`src/logic/tag_bus_pkg.sv`:
```
// package for the drive-side tag bus decoder: register map, fields, types
// assumes a 32-bit AXI4-Lite register bus and a 125 MHz system clock
package tag_bus_pkg;
  // register byte offsets
  localparam logic [7:0] ctrl_offset = 8'h00;
  localparam logic [7:0] stat_offset = 8'h04;
  localparam logic [7:0] cyl_offset = 8'h08;
  localparam logic [7:0] head_offset = 8'h0c;
  localparam logic [7:0] cmd_offset = 8'h10;
  localparam logic [7:0] irq_stat_offset = 8'h14;
  localparam logic [7:0] irq_mask_offset = 8'h18;
  // control register fields
  localparam int ctrl_variant_lsb = 0;
  localparam int ctrl_auto_seek_bit = 2;
  localparam int ctrl_unit_lsb = 4;
  localparam int ctrl_seek_err_bit = 8;
  localparam int ctrl_seek_done_bit = 9;
  localparam logic [31:0] ctrl_reset = 32'h0000_0000;
  // interrupt event bits
  localparam int irq_cyl_bit = 0;
  localparam int irq_head_bit = 1;
  localparam int irq_cmd_bit = 2;
  localparam int irq_vol_bit = 3;
  localparam int irq_width = 4;
  // head bits used by the narrow-head variant, and the cartridge volume head bit
  localparam int narrow_head_bits = 3;
  localparam int volume_bit = 4;
  // seek-end pulse length
  localparam int seek_pulse_ns = 16;
  localparam int clk_period_ns = 8;
  localparam int seek_pulse_cycles = seek_pulse_ns / clk_period_ns;
  localparam logic [1:0] resp_okay = 2'h0;
  localparam logic [1:0] resp_slverr = 2'h2;

  // drive variants
  typedef enum logic [1:0]
  {
    variant_moving = 2'b00,
    variant_fixed_track = 2'b01,
    variant_cart_fixed = 2'b10,
    variant_narrow_head = 2'b11
  } variant_t;

  // decoded control tag
  typedef struct packed
  {
    logic strobe_late;
    logic strobe_early;
    logic return_to_track_zero;
    logic address_mark_enable;
    logic fault_clear;
    logic offset_minus;
    logic offset_plus;
    logic read_gate;
    logic write_gate;
  } control_t;

  // radial cable lines sourced by the drive
  typedef struct packed
  {
    logic servo_clock;
    logic read_data;
    logic read_clock;
    logic seek_end;
    logic unit_selected;
  } radial_t;
endpackage

```
`src/logic/tag_bus_decoder.sv`:
```
// drive-side tag bus decoder with AXI4-Lite register access
// assumes tag, bus and unit-select pins are asynchronous and are
// synchronised here; the controller keeps the bus stable during a tag
//
// Implementation choices: the AXI4-Lite slave port and the register offsets.
`timescale 1ns/10ps
// What this block does
// - cylinder tag loads ten-bit address, head tag head
// - control tag decodes bits 0 to 8
// - narrow-head variant ignores extra head, control bits
// - fixed-track variant ignores servo offset bits
// - cartridge variant latches head bit 4 volume
// - volume switches only on valid cylinder tag
// - volume zero cartridge, one fixed disks
// - narrow-head without auto seek, head change waits seek
// - narrow-head with auto seek, head change starts zero seek
// - radial lines driven regardless of unit selection
// - seek error holds seek end asserted
// - drive sources servo, read, seek end, selected
// - head tag precedes cylinder tag, switch trailing
module tag_bus_decoder #(
  parameter int cyl_max = 1023
) (
  input wire logic clk_in,
  input wire logic rst_b_in,
  input wire logic [9:0] bus_in,
  input wire logic cyl_tag_in,
  input wire logic head_tag_in,
  input wire logic ctl_tag_in,
  input wire logic [3:0] unit_sel_in,
  input wire logic servo_clk_in,
  input wire logic read_data_in,
  input wire logic read_clk_in,
  input wire logic [31:0] s_axi_awaddr,
  input wire logic s_axi_awvalid,
  output logic s_axi_awready,
  input wire logic [31:0] s_axi_wdata,
  input wire logic [3:0] s_axi_wstrb,
  input wire logic s_axi_wvalid,
  output logic s_axi_wready,
  output logic [1:0] s_axi_bresp,
  output logic s_axi_bvalid,
  input wire logic s_axi_bready,
  input wire logic [31:0] s_axi_araddr,
  input wire logic s_axi_arvalid,
  output logic s_axi_arready,
  output logic [31:0] s_axi_rdata,
  output logic [1:0] s_axi_rresp,
  output logic s_axi_rvalid,
  input wire logic s_axi_rready,
  output tag_bus_pkg::radial_t radial_out,
  output tag_bus_pkg::control_t control_out,
  output logic volume_fixed_out,
  output logic seek_start_out,
  output logic irq_out
);
  typedef struct packed
  {
    logic [31:0] ctrl;
    logic [9:0] cyl;
    logic [4:0] head;
    logic [4:0] head_pend;
    logic pend;
    logic vol_latch;
    logic volume;
    tag_bus_pkg::control_t cmd;
    logic [2:0] tags_q;
    logic [1:0] pulse_cnt;
    logic seek_end;
    logic seek_start;
    logic [tag_bus_pkg::irq_width-1:0] irq_stat;
    logic [tag_bus_pkg::irq_width-1:0] irq_mask;
    logic irq;
    logic aw_got;
    logic w_got;
    logic [7:0] aw_addr;
    logic [31:0] w_data;
    logic bvalid;
    logic [1:0] bresp;
    logic rvalid;
    logic [31:0] rdata;
    logic [1:0] rresp;
    tag_bus_pkg::radial_t radial;
  } state_t;

  state_t st;
  state_t next_st;
  logic [9:0] bus_s;
  logic [2:0] tags_s;
  logic [3:0] unit_s;
  logic [2:0] clk_s;

  // every bus, tag, unit-select and clock pin crosses two flops before use
  tag_sync #(.width(20)) u_sync (
    .clk_in(clk_in),
    .rst_b_in(rst_b_in),
    .async_in({bus_in, cyl_tag_in, head_tag_in, ctl_tag_in, unit_sel_in,
      servo_clk_in, read_data_in, read_clk_in}),
    .sync_out({bus_s, tags_s, unit_s, clk_s})
  );

  // register read mux, shared by read path
  function automatic logic [31:0] reg_read(input state_t s,
    input logic [7:0] a);
    logic [31:0] v;
    v = 32'h0000_0000;
    unique case (a)
      tag_bus_pkg::ctrl_offset: v = s.ctrl;
      tag_bus_pkg::stat_offset:
        v = {24'h00_0000, s.pend, s.seek_end, s.volume, s.vol_latch,
          4'h0};
      tag_bus_pkg::cyl_offset: v = {22'h00_0000, s.cyl};
      tag_bus_pkg::head_offset: v = {22'h00_0000, s.head_pend, s.head};
      tag_bus_pkg::cmd_offset: v = {23'h00_0000, s.cmd};
      tag_bus_pkg::irq_stat_offset: v = {28'h000_0000, s.irq_stat};
      tag_bus_pkg::irq_mask_offset: v = {28'h000_0000, s.irq_mask};
      default: v = 32'h0000_0000;
    endcase
    return v;
  endfunction

  function automatic logic is_mapped(input logic [7:0] a);
    return a <= tag_bus_pkg::irq_mask_offset && a[1:0] == 2'h0;
  endfunction

  // tag edges, variant handling, bus slave
  always_comb
  begin
    logic [2:0] fall;
    logic selected;
    logic [1:0] variant;
    logic [tag_bus_pkg::irq_width-1:0] ev;
    logic [31:0] wd;
    tag_bus_pkg::control_t c;
    next_st = st;
    c = '0;
    wd = st.w_data;
    ev = '0;
    variant = st.ctrl[tag_bus_pkg::ctrl_variant_lsb +: 2];
    selected = unit_s == st.ctrl[tag_bus_pkg::ctrl_unit_lsb +: 4];
    // trailing edges: tag acts once bus has been stable throughout
    fall = st.tags_q & ~tags_s;
    next_st.tags_q = tags_s;
    next_st.seek_start = 1'b0;
    if (selected && fall[1])
    begin
      if (variant == 2'(tag_bus_pkg::variant_narrow_head))
        next_st.head_pend = {2'b00, bus_s[2:0]};
      else if (variant == 2'(tag_bus_pkg::variant_cart_fixed))
      begin
        next_st.head_pend = {2'b00, bus_s[2:0]};
        next_st.vol_latch = bus_s[tag_bus_pkg::volume_bit];
      end
      else
        next_st.head_pend = bus_s[4:0];
      ev[tag_bus_pkg::irq_head_bit] = 1'b1;
      if (variant == 2'(tag_bus_pkg::variant_narrow_head) &&
        st.ctrl[tag_bus_pkg::ctrl_auto_seek_bit])
      begin
        next_st.head = (variant == 2'(tag_bus_pkg::variant_narrow_head)) ?
          {2'b00, bus_s[2:0]} : bus_s[4:0];
        next_st.seek_start = 1'b1;
        next_st.pend = 1'b0;
      end
      else if (variant == 2'(tag_bus_pkg::variant_narrow_head))
        // hold head change for the next seek
        next_st.pend = 1'b1;
      else
        next_st.head = next_st.head_pend;
    end
    if (selected && fall[2])
    begin
      // ten-bit cylinder address, bit n weight 2^n
      if (bus_s <= 10'(cyl_max))
      begin
        next_st.cyl = bus_s;
        next_st.seek_start = 1'b1;
        if (st.pend)
        begin
          next_st.head = st.head_pend;
          next_st.pend = 1'b0;
        end
        // volume switch at cylinder tag end
        // servo head follows at cylinder tag trailing edge
        if (variant == 2'(tag_bus_pkg::variant_cart_fixed) &&
          st.volume != st.vol_latch)
        begin
          next_st.volume = st.vol_latch;
          ev[tag_bus_pkg::irq_vol_bit] = 1'b1;
        end
      end
      ev[tag_bus_pkg::irq_cyl_bit] = 1'b1;
    end
    if (selected && fall[0])
    begin
      c = bus_s[8:0];
      if (variant == 2'(tag_bus_pkg::variant_narrow_head))
        c.address_mark_enable = 1'b0;
      // no servo offsets on fixed track
      if (variant == 2'(tag_bus_pkg::variant_fixed_track))
      begin
        c.offset_plus = 1'b0;
        c.offset_minus = 1'b0;
      end
      next_st.cmd = c;
      if (c.return_to_track_zero)
        next_st.seek_start = 1'b1;
      ev[tag_bus_pkg::irq_cmd_bit] = 1'b1;
    end
    // seek error holds seek end, else short pulse
    if (st.ctrl[tag_bus_pkg::ctrl_seek_err_bit])
      next_st.seek_end = 1'b1;
    else if (st.pulse_cnt != 2'h0)
    begin
      next_st.pulse_cnt = st.pulse_cnt - 2'h1;
      next_st.seek_end = 1'b1;
    end
    else
      next_st.seek_end = 1'b0;
    if (st.ctrl[tag_bus_pkg::ctrl_seek_done_bit] && !st.seek_end)
      next_st.pulse_cnt = 2'(tag_bus_pkg::seek_pulse_cycles);
    // radial lines not gated by unit select
    next_st.radial.servo_clock = clk_s[2];
    next_st.radial.read_data = clk_s[1];
    next_st.radial.read_clock = clk_s[0];
    next_st.radial.seek_end = st.seek_end;
    next_st.radial.unit_selected = selected;
    // write channel: address and data in either order
    if (s_axi_awvalid && !st.aw_got)
    begin
      next_st.aw_got = 1'b1;
      next_st.aw_addr = s_axi_awaddr[7:0];
    end
    if (s_axi_wvalid && !st.w_got)
    begin
      next_st.w_got = 1'b1;
      next_st.w_data = s_axi_wdata;
    end
    if (st.aw_got && st.w_got && !st.bvalid)
    begin
      next_st.aw_got = 1'b0;
      next_st.w_got = 1'b0;
      next_st.bvalid = 1'b1;
      next_st.bresp = is_mapped(st.aw_addr) ? tag_bus_pkg::resp_okay :
        tag_bus_pkg::resp_slverr;
      if (st.aw_addr == tag_bus_pkg::ctrl_offset)
        next_st.ctrl = wd;
      if (st.aw_addr == tag_bus_pkg::irq_mask_offset)
        next_st.irq_mask = wd[tag_bus_pkg::irq_width-1:0];
      if (st.aw_addr == tag_bus_pkg::irq_stat_offset)
        next_st.irq_stat = st.irq_stat & ~wd[tag_bus_pkg::irq_width-1:0];
    end
    if (st.bvalid && s_axi_bready)
      next_st.bvalid = 1'b0;
    // set wins over write-one clear
    next_st.irq_stat = next_st.irq_stat | ev;
    next_st.irq = |(next_st.irq_stat & next_st.irq_mask);
    // read channel
    if (s_axi_arvalid && !st.rvalid)
    begin
      next_st.rvalid = 1'b1;
      next_st.rdata = reg_read(st, s_axi_araddr[7:0]);
      next_st.rresp = is_mapped(s_axi_araddr[7:0]) ?
        tag_bus_pkg::resp_okay : tag_bus_pkg::resp_slverr;
    end
    else if (st.rvalid && s_axi_rready)
      next_st.rvalid = 1'b0;
  end

  // all state in one register
  always_ff @(posedge clk_in or negedge rst_b_in)
  begin
    if (!rst_b_in)
    begin
      st <= '0;
    end
    else
    begin
      st <= next_st;
    end
  end

  // outputs straight from flops
  assign s_axi_awready = !st.aw_got;
  assign s_axi_wready = !st.w_got;
  assign s_axi_bvalid = st.bvalid;
  assign s_axi_bresp = st.bresp;
  assign s_axi_arready = !st.rvalid;
  assign s_axi_rvalid = st.rvalid;
  assign s_axi_rdata = st.rdata;
  assign s_axi_rresp = st.rresp;
  assign radial_out = st.radial;
  assign control_out = st.cmd;
  assign volume_fixed_out = st.volume;
  assign seek_start_out = st.seek_start;
  assign irq_out = st.irq;
endmodule

```
`src/logic/tag_sync.sv`:
```
// two-flop synchroniser bank for pins from outside the clock domain
// assumes an asynchronous active-low reset
`timescale 1ns/10ps
module tag_sync #(
  parameter int width = 1
) (
  input wire logic clk_in,
  input wire logic rst_b_in,
  input wire logic [width-1:0] async_in,
  output logic [width-1:0] sync_out
);
  logic [width-1:0] meta;

  // first stage feeds only the second stage
  always_ff @(posedge clk_in or negedge rst_b_in)
  begin
    if (!rst_b_in)
    begin
      meta <= '0;
      sync_out <= '0;
    end
    else
    begin
      meta <= async_in;
      sync_out <= meta;
    end
  end
endmodule

```
`config.mk`:
```
export PLATFORM = sky130hd
export DESIGN_NAME = tag_bus_decoder
export DESIGN_NICKNAME = d
export VERILOG_FILES = /design/src/logic/tag_bus_pkg.sv /design/src/logic/tag_bus_decoder.sv /design/src/logic/tag_sync.sv
export SDC_FILE = /design/constraint.sdc
export NUM_CORES = 1
export LEC_CHECK = 0
export BUFFER_PORTS_ARGS = -buffer_cell sky130_fd_sc_hd__buf_2
export CAP_MARGIN = 20
export CORE_UTILIZATION = 49
export CTS_CLUSTER_DIAMETER = 50
export DETAILED_ROUTE_END_ITERATION = 8
export GPL_ROUTABILITY_DRIVEN = 1
export PLACE_DENSITY = 0.76
export SLEW_MARGIN = 20
export SYNTH_ARGS = -nofsm -noshare
export SYNTH_HDL_FRONTEND = slang
export SYNTH_SLANG_ARGS = --single-unit
export TNS_END_PERCENT = 100
```
`constraint.sdc`:
```
create_clock -name clk_in -period 1.9 [get_ports clk_in]
set_input_delay 0.19 -clock clk_in [delete_from_list [all_inputs] [get_ports clk_in]]
set_output_delay 0.19 -clock clk_in [all_outputs]
set_load 0.05 [all_outputs]
```
Yosys cells after proc, flatten, opt, wreduce, memory -nomap -nowiden
Cells that the tools add are included.

$add $sub $neg: 1. $lt $le $gt $ge: 3. Equality and inequality tests: 14. Mux-type cells: 48. Bitwise logic cells: 7. Reductions and logical operators: 36.

Operators by type and width (count): $pmux 32 s7 (1); $eq 8x5->1 const B (5); $mux 5 (8); $mux 1 (27); $eq 8x4->1 const B (2); $le 8x5->1 const B (2); $logic_not 8->1 (2); $logic_and 1x1->1 (15); $mux 2 (7); $mux 12 (1); $reduce_bool 2->1 (6); $le 10x10->1 const B (1); $and 4x4->4 (2); $eq 8x3->1 const B (1); $mux 4 (2); $mux 8 (1); $reduce_and 2->1 (3); $reduce_and 3->1 (2); $logic_not 1->1 (5); $eq 2x2->1 const B (2); $eq 4x4->1 (1); $logic_not 2->1 (2); $not 4->4 (1); $or 4x4->4 (1); 9 further kinds (9).

Bits in registers: 205. Input port bits: 127. Output and inout port bits: 58. Logic and storage cells: 148.

Longest topological paths before layout
Depth after elaboration: 9. Mapped depth: 7. Mapped depth without buffers: 5.

Modules after synthesis
A second synthesis with hierarchy kept.

Cell total of the unflattened synthesis: 634. Area total of the unflattened synthesis: 8303.0 µm².

Modules (own cells, without submodules): tag_bus_decoder (times used 1, cells each 594, area an instance 7302.0 µm², seq. area each 4078.9 µm²); tag_sync (times used 1, cells each 40, area an instance 1001.0 µm², seq. area each 1001.0 µm²).

Least setup slack after synthesis
OpenSTA, ideal clock, no wires.

Path kind: register to register. Start point: reg st (netlist bit s_axi_bvalid). End point: reg st[134] (netlist name). Library setup time: 0.125 ns. Data arrival time: 1.961 ns. Setup slack: -0.187 ns. Stages on the path, launching flop included: 6. Path buffers: 2. Period minus slack after synthesis: 2.087 ns. Path through: dfrtp_1 -> nand3b_1 -> or4b_1 -> buf_6 -> buf_12 -> mux2_4.

Cells in the longest elaborated chain, start to end: 3.

RTL lines: from (decl) (line tag_bus_decoder.sv:86) `state_t st;`; from (signal assigned) (line tag_bus_decoder.sv:279) `st <= next_st;`; $logic_not 1->1 (line tag_bus_decoder.sv:239) `if (st.aw_got && st.w_got && !st.bvalid)`; $logic_and 1x1->1 (line tag_bus_decoder.sv:239); $reduce_and 2->1 (no source line).

Every way passes these cells. A chain may end at the register's enable or synchronous reset.

Worst setup path after layout
Start point: reg st[75] (netlist name). End point: reg st[144] (netlist name).

Cells in the longest elaborated chain, start to end: 2.

RTL lines: $logic_not 8->1 (line tag_bus_decoder.sv:246) `if (st.aw_addr == tag_bus_pkg::ctrl_offset)`; $reduce_and 2->1 (no source line).

Every way passes these cells.

==> metrics.md <==
| Metric | Value |
|---|---|
| Buf/Inv on CP | `1` |
| I/O pins | `about 190` |
| Clock latency on the worst-skew pair | `just over 500 ps` |
| HPWL Detailed | `between 10,000 and 15,000 µm` |
| Placed cell areas | `8944 µm²` |
| FF-to-FF setup slack | `-150 ps` |
| Hold path depth | `3` |
| CTS Buf Count | `24` |
| Clock sink count | `203` |
| Die Y | `between 100 and 150 µm` |
| Worst r2r path cells | `5` |
| Slowest stage delay, CP | `just under 600 ps` |
| Root Driver | `clkbuf_16` |
| Tightest Pin Transition | `between 500 and 600 ps` |
| Largest area contributor in the netlist | `dfrtp_1` |
| CTS max path bufs | `3` |
| CTS tree | `done` |
| CP required | `2280 ps` |
| VDD IR-drop max | `0.9609 mV` |
| Worst Hold End | `s_axi_rresp[1]` |
| DRT iter0 DRCs | `about 340` |
| Routability cong. | `roughly 0.88` |
| Worst hold start | `s_axi_arvalid` |
| Initial Util | `49.87%` |
| Outcome | `finished with violations` |
| Final WL | `18,060 µm` |
| Crit path DAT | `between 2000 and 2500 ps` |
| Number of max-cap violations | `0` |
| Port Buffers | `130` |
| Synth area leaders | `dfrtp_1, mux2_2, mux2_4` |
| Worst path cell trace | `nor4_4 > nand2b_1 > or4b_4 > buf_12 > mux2_4` |
| Leak pwr | `5.199 nW` |
| Fin nets | `934` |
| Average cell area after synthesis | `~13 µm²` |
| Initial DRT Pass Iterations | `4` |
| Yosys top cell area share | `between 60% and 70%` |
| Clk pin slew, worst setup/hold paths | `60 ps` |
| Cell area after layout | `10,730 µm²` |
| Final Max Slew Viols | `0` |
| Routed vias | `between 5,000 and 6,000` |
| Layout area overhead | `30.25%` |
| Post-synth EDFFs | `0` |
| Crit path from | `st[75]` |
| Min setup slack post-route | `-145.3 ps` |
| Area of the multi-input gates | `about 2700 µm²` |
| Worst R2R End | `st[144]` |
| Largest net degree at the start of global routing | `64` |
| Vias in the first global route | `a little under 6,000` |
| Die Wd | `~130 µm` |
| Min-Delay Path Class | `in2reg` |
| Sw Share | `approximately 30%` |
| Vias per cell | `5.197` |
| Initial antenna violation count | `0` |
| Non-filler instance count after layout | `1,044` |
| CP endpoint kind | `flop` |
| Failing checks | `setup timing` |
| NetSw | `roughly 4.3 mW` |
| First-pass GRT wire length | `29,440 µm` |
| Slew headroom | `around 65%` |
| H-Tree Depth | `1` |
| Placed Cells | `about 900` |
| Crit path kind | `reg2reg` |
| Sequential group share of total power | `between 40% and 50%` |
| Core area | `about 17,000 µm²` |
| Startpoint class of the critical path | `flop` |
| Die Area | `between 15,000 and 20,000 µm²` |
| Combinational fraction of design power | `22.6%` |
| Family with the most delay on the worst path | `simple AND/OR/NAND/NOR gates` |
| Site Rows | `47` |
| Yosys cell types | `50` |
| Int Pwr | `a little over 10 mW` |
| Final ANT Viol Nets | `0` |
| Worst Skew | `~17 ps` |
| Final hold violation count | `0` |
| Max frequency | `slightly below 500 MHz` |
| End-of-flow core utilization | `around 65%` |
| FF-to-FF Start | `st[75]` |
| FILL cells | `1,178` |
| Drt wl/cell | `17.30 µm` |
| Ys async rst share | `between 90% and 100%` |
| GRT Overall Usage | `a little over a fifth` |
| Antenna diodes | `0` |
| Final min period | `a little over 2000 ps` |
| Layout cells sized above 1 | `40.66%` |
| Clock share of power | `between 30% and 40%` |
| # setup viols final | `36` |
| Flip-flop and latch area | `between 5000 and 6000 µm²` |
| DRC viols | `0` |
| RSZ-0062 raised after global routing | `yes` |
| Post-Synthesis Cells | `around 620` |
| Tcrit/Tclk final | `107.6%` |
| Grt ovf | `0` |
| CP max FO | `16` |
| Yosys Warn Count | `0` |
| Netlist Area Pre-Place | `between 8000 and 9000 µm²` |
| Post-synthesis register bit count | `203` |
| Top_reg_cell synth | `dfrtp_1` |
| Slowest cell on crit path | `or4b_4` |
| Pwr Density | `about 1300 nW/µm²` |
| Sequential element share of the synthesized area | `between 60% and 70%` |
==> layout make-up <==
class / instances / area share (%)
Tap cell: 220 / 2.565
Multi-Input combinational cell: 327 / 25.37
Clock buffer: 30 / 6.284
Clock inverter: 14 / 1.854
Sequential cell: 203 / 47.35
Inverter: 16 / 0.5945
Timing Repair Buffer: 234 / 15.98
==> cell usage in the layout (no fill, tap or decap), types with 9 or more instances in the layout <==
master         netlist  final
nor2_1               9      9
dfrtp_1            203    201
buf_2                6    129
dlygate4sd3_1        0     66
nand2_1             66     63
o21ai_0             44     40
mux2_4              30     39
clkbuf_16            0     25
inv_1               16     15
mux2_2              66     57
buf_4               50     28
mux2i_1             12     12
==> worst min-delay path, delay by kind of cell <==
kind	cells	cell delay (ps)
AO/OA/AOI/OAI	2	190
buffers and inverters	1	100
==> cells in the mapped netlist (all sizes together) (8+ instances only) <==
cell,number
inv,16
a221oi,8
dfrtp,203
mux2i,12
clkbuf,11
nor2,9
mux2,96
a21oi,8
buf,63
nand2,66
o21ai,47
nand3,8
==> worst max-delay path by stage <==
stage / end / slack [ps] / depth (start not counted)
after detailed placement: st[137] / -260 / 5
after global placement: st[148] / -240 / 5
after CTS: st[156] / -130 / 5
after floorplan: st[134] / -90 / 5
after global routing: st[154] / -180 / 5
final: st[144] / -150 / 5
==> cell families (layout without fill, tap and decap cells) <==
logic type      count (synthesis)  after routing  share of synthesized area (%)
compound gates                 90             90                          6.681
xor+xnor                        5              5                         0.5314
fa+ha+maj                       1              1                         0.1518
buf+inv                        90            294                          7.152
flops                         203            203                          61.65
mux                           108            108                          15.94
other cells                     1              2                        0.04551
simple gates                  121            121                          7.850
==> registers in the layout, summed over array words and instances (netlist names), 5 cells and up <==
register	cells
st	109
s_axi_rdata	32
u_sync.meta	20
u_sync.sync_out	20
control_out	9
radial_out	5
==> power by group through the flow <==
stage | logic [mW] | registers, mW | clock network [mW]
2_1_floorplan | 2.24 | 6.11 | 0
3_3_place_gp | 2.81 | 6.25 | 0
3_5_place_dp | 2.97 | 6.33 | 0
4_1_cts | 3.14 | 6.26 | 4.99
5_1_grt | 3.50 | 6.43 | 5.18
6_report | 3.27 | 6.31 | 4.89
==> metrics by stage <==
step	hold slack, ps	setup TNS, ps	setup WS [ps]	power (mW)
6_report	26.96	-4383	-145.3	14.47
5_1_grt	39.57	-5639	-178.9	15.12
4_1_cts	12.70	-4051	-134.5	14.40
3_5_place_dp	221.8	-8215	-263.1	9.298
3_3_place_gp	208.9	-7665	-244.2	9.065
2_1_floorplan	-105.6	-2765	-92.17	8.353
==> routing by layer <==
layer / vias up / part of all wire (%) / GRT usage [%]
met5: - / 0 / 0
met4: 0 / 3.9 / 10.08
met3: 54 / 5.1 / 3.627
met2: 182 / 51 / 36.95
met1: 2728 / 40 / 25.89
li1: 2462 / - / -
==> repair_timing <==
item | 4_1_cts | 5_1_grt
cloned | 1 | 0
hold buffers | 66 | 0
endpoints found under the hold margin | 122 | 0
pin swaps | 4 | 9
endpoints found under the setup margin | 57 | 49
buffers inserted | 7 | 4
resized for setup | 10 | 30
No activity file was read; power rests on OpenSTA's default activity.
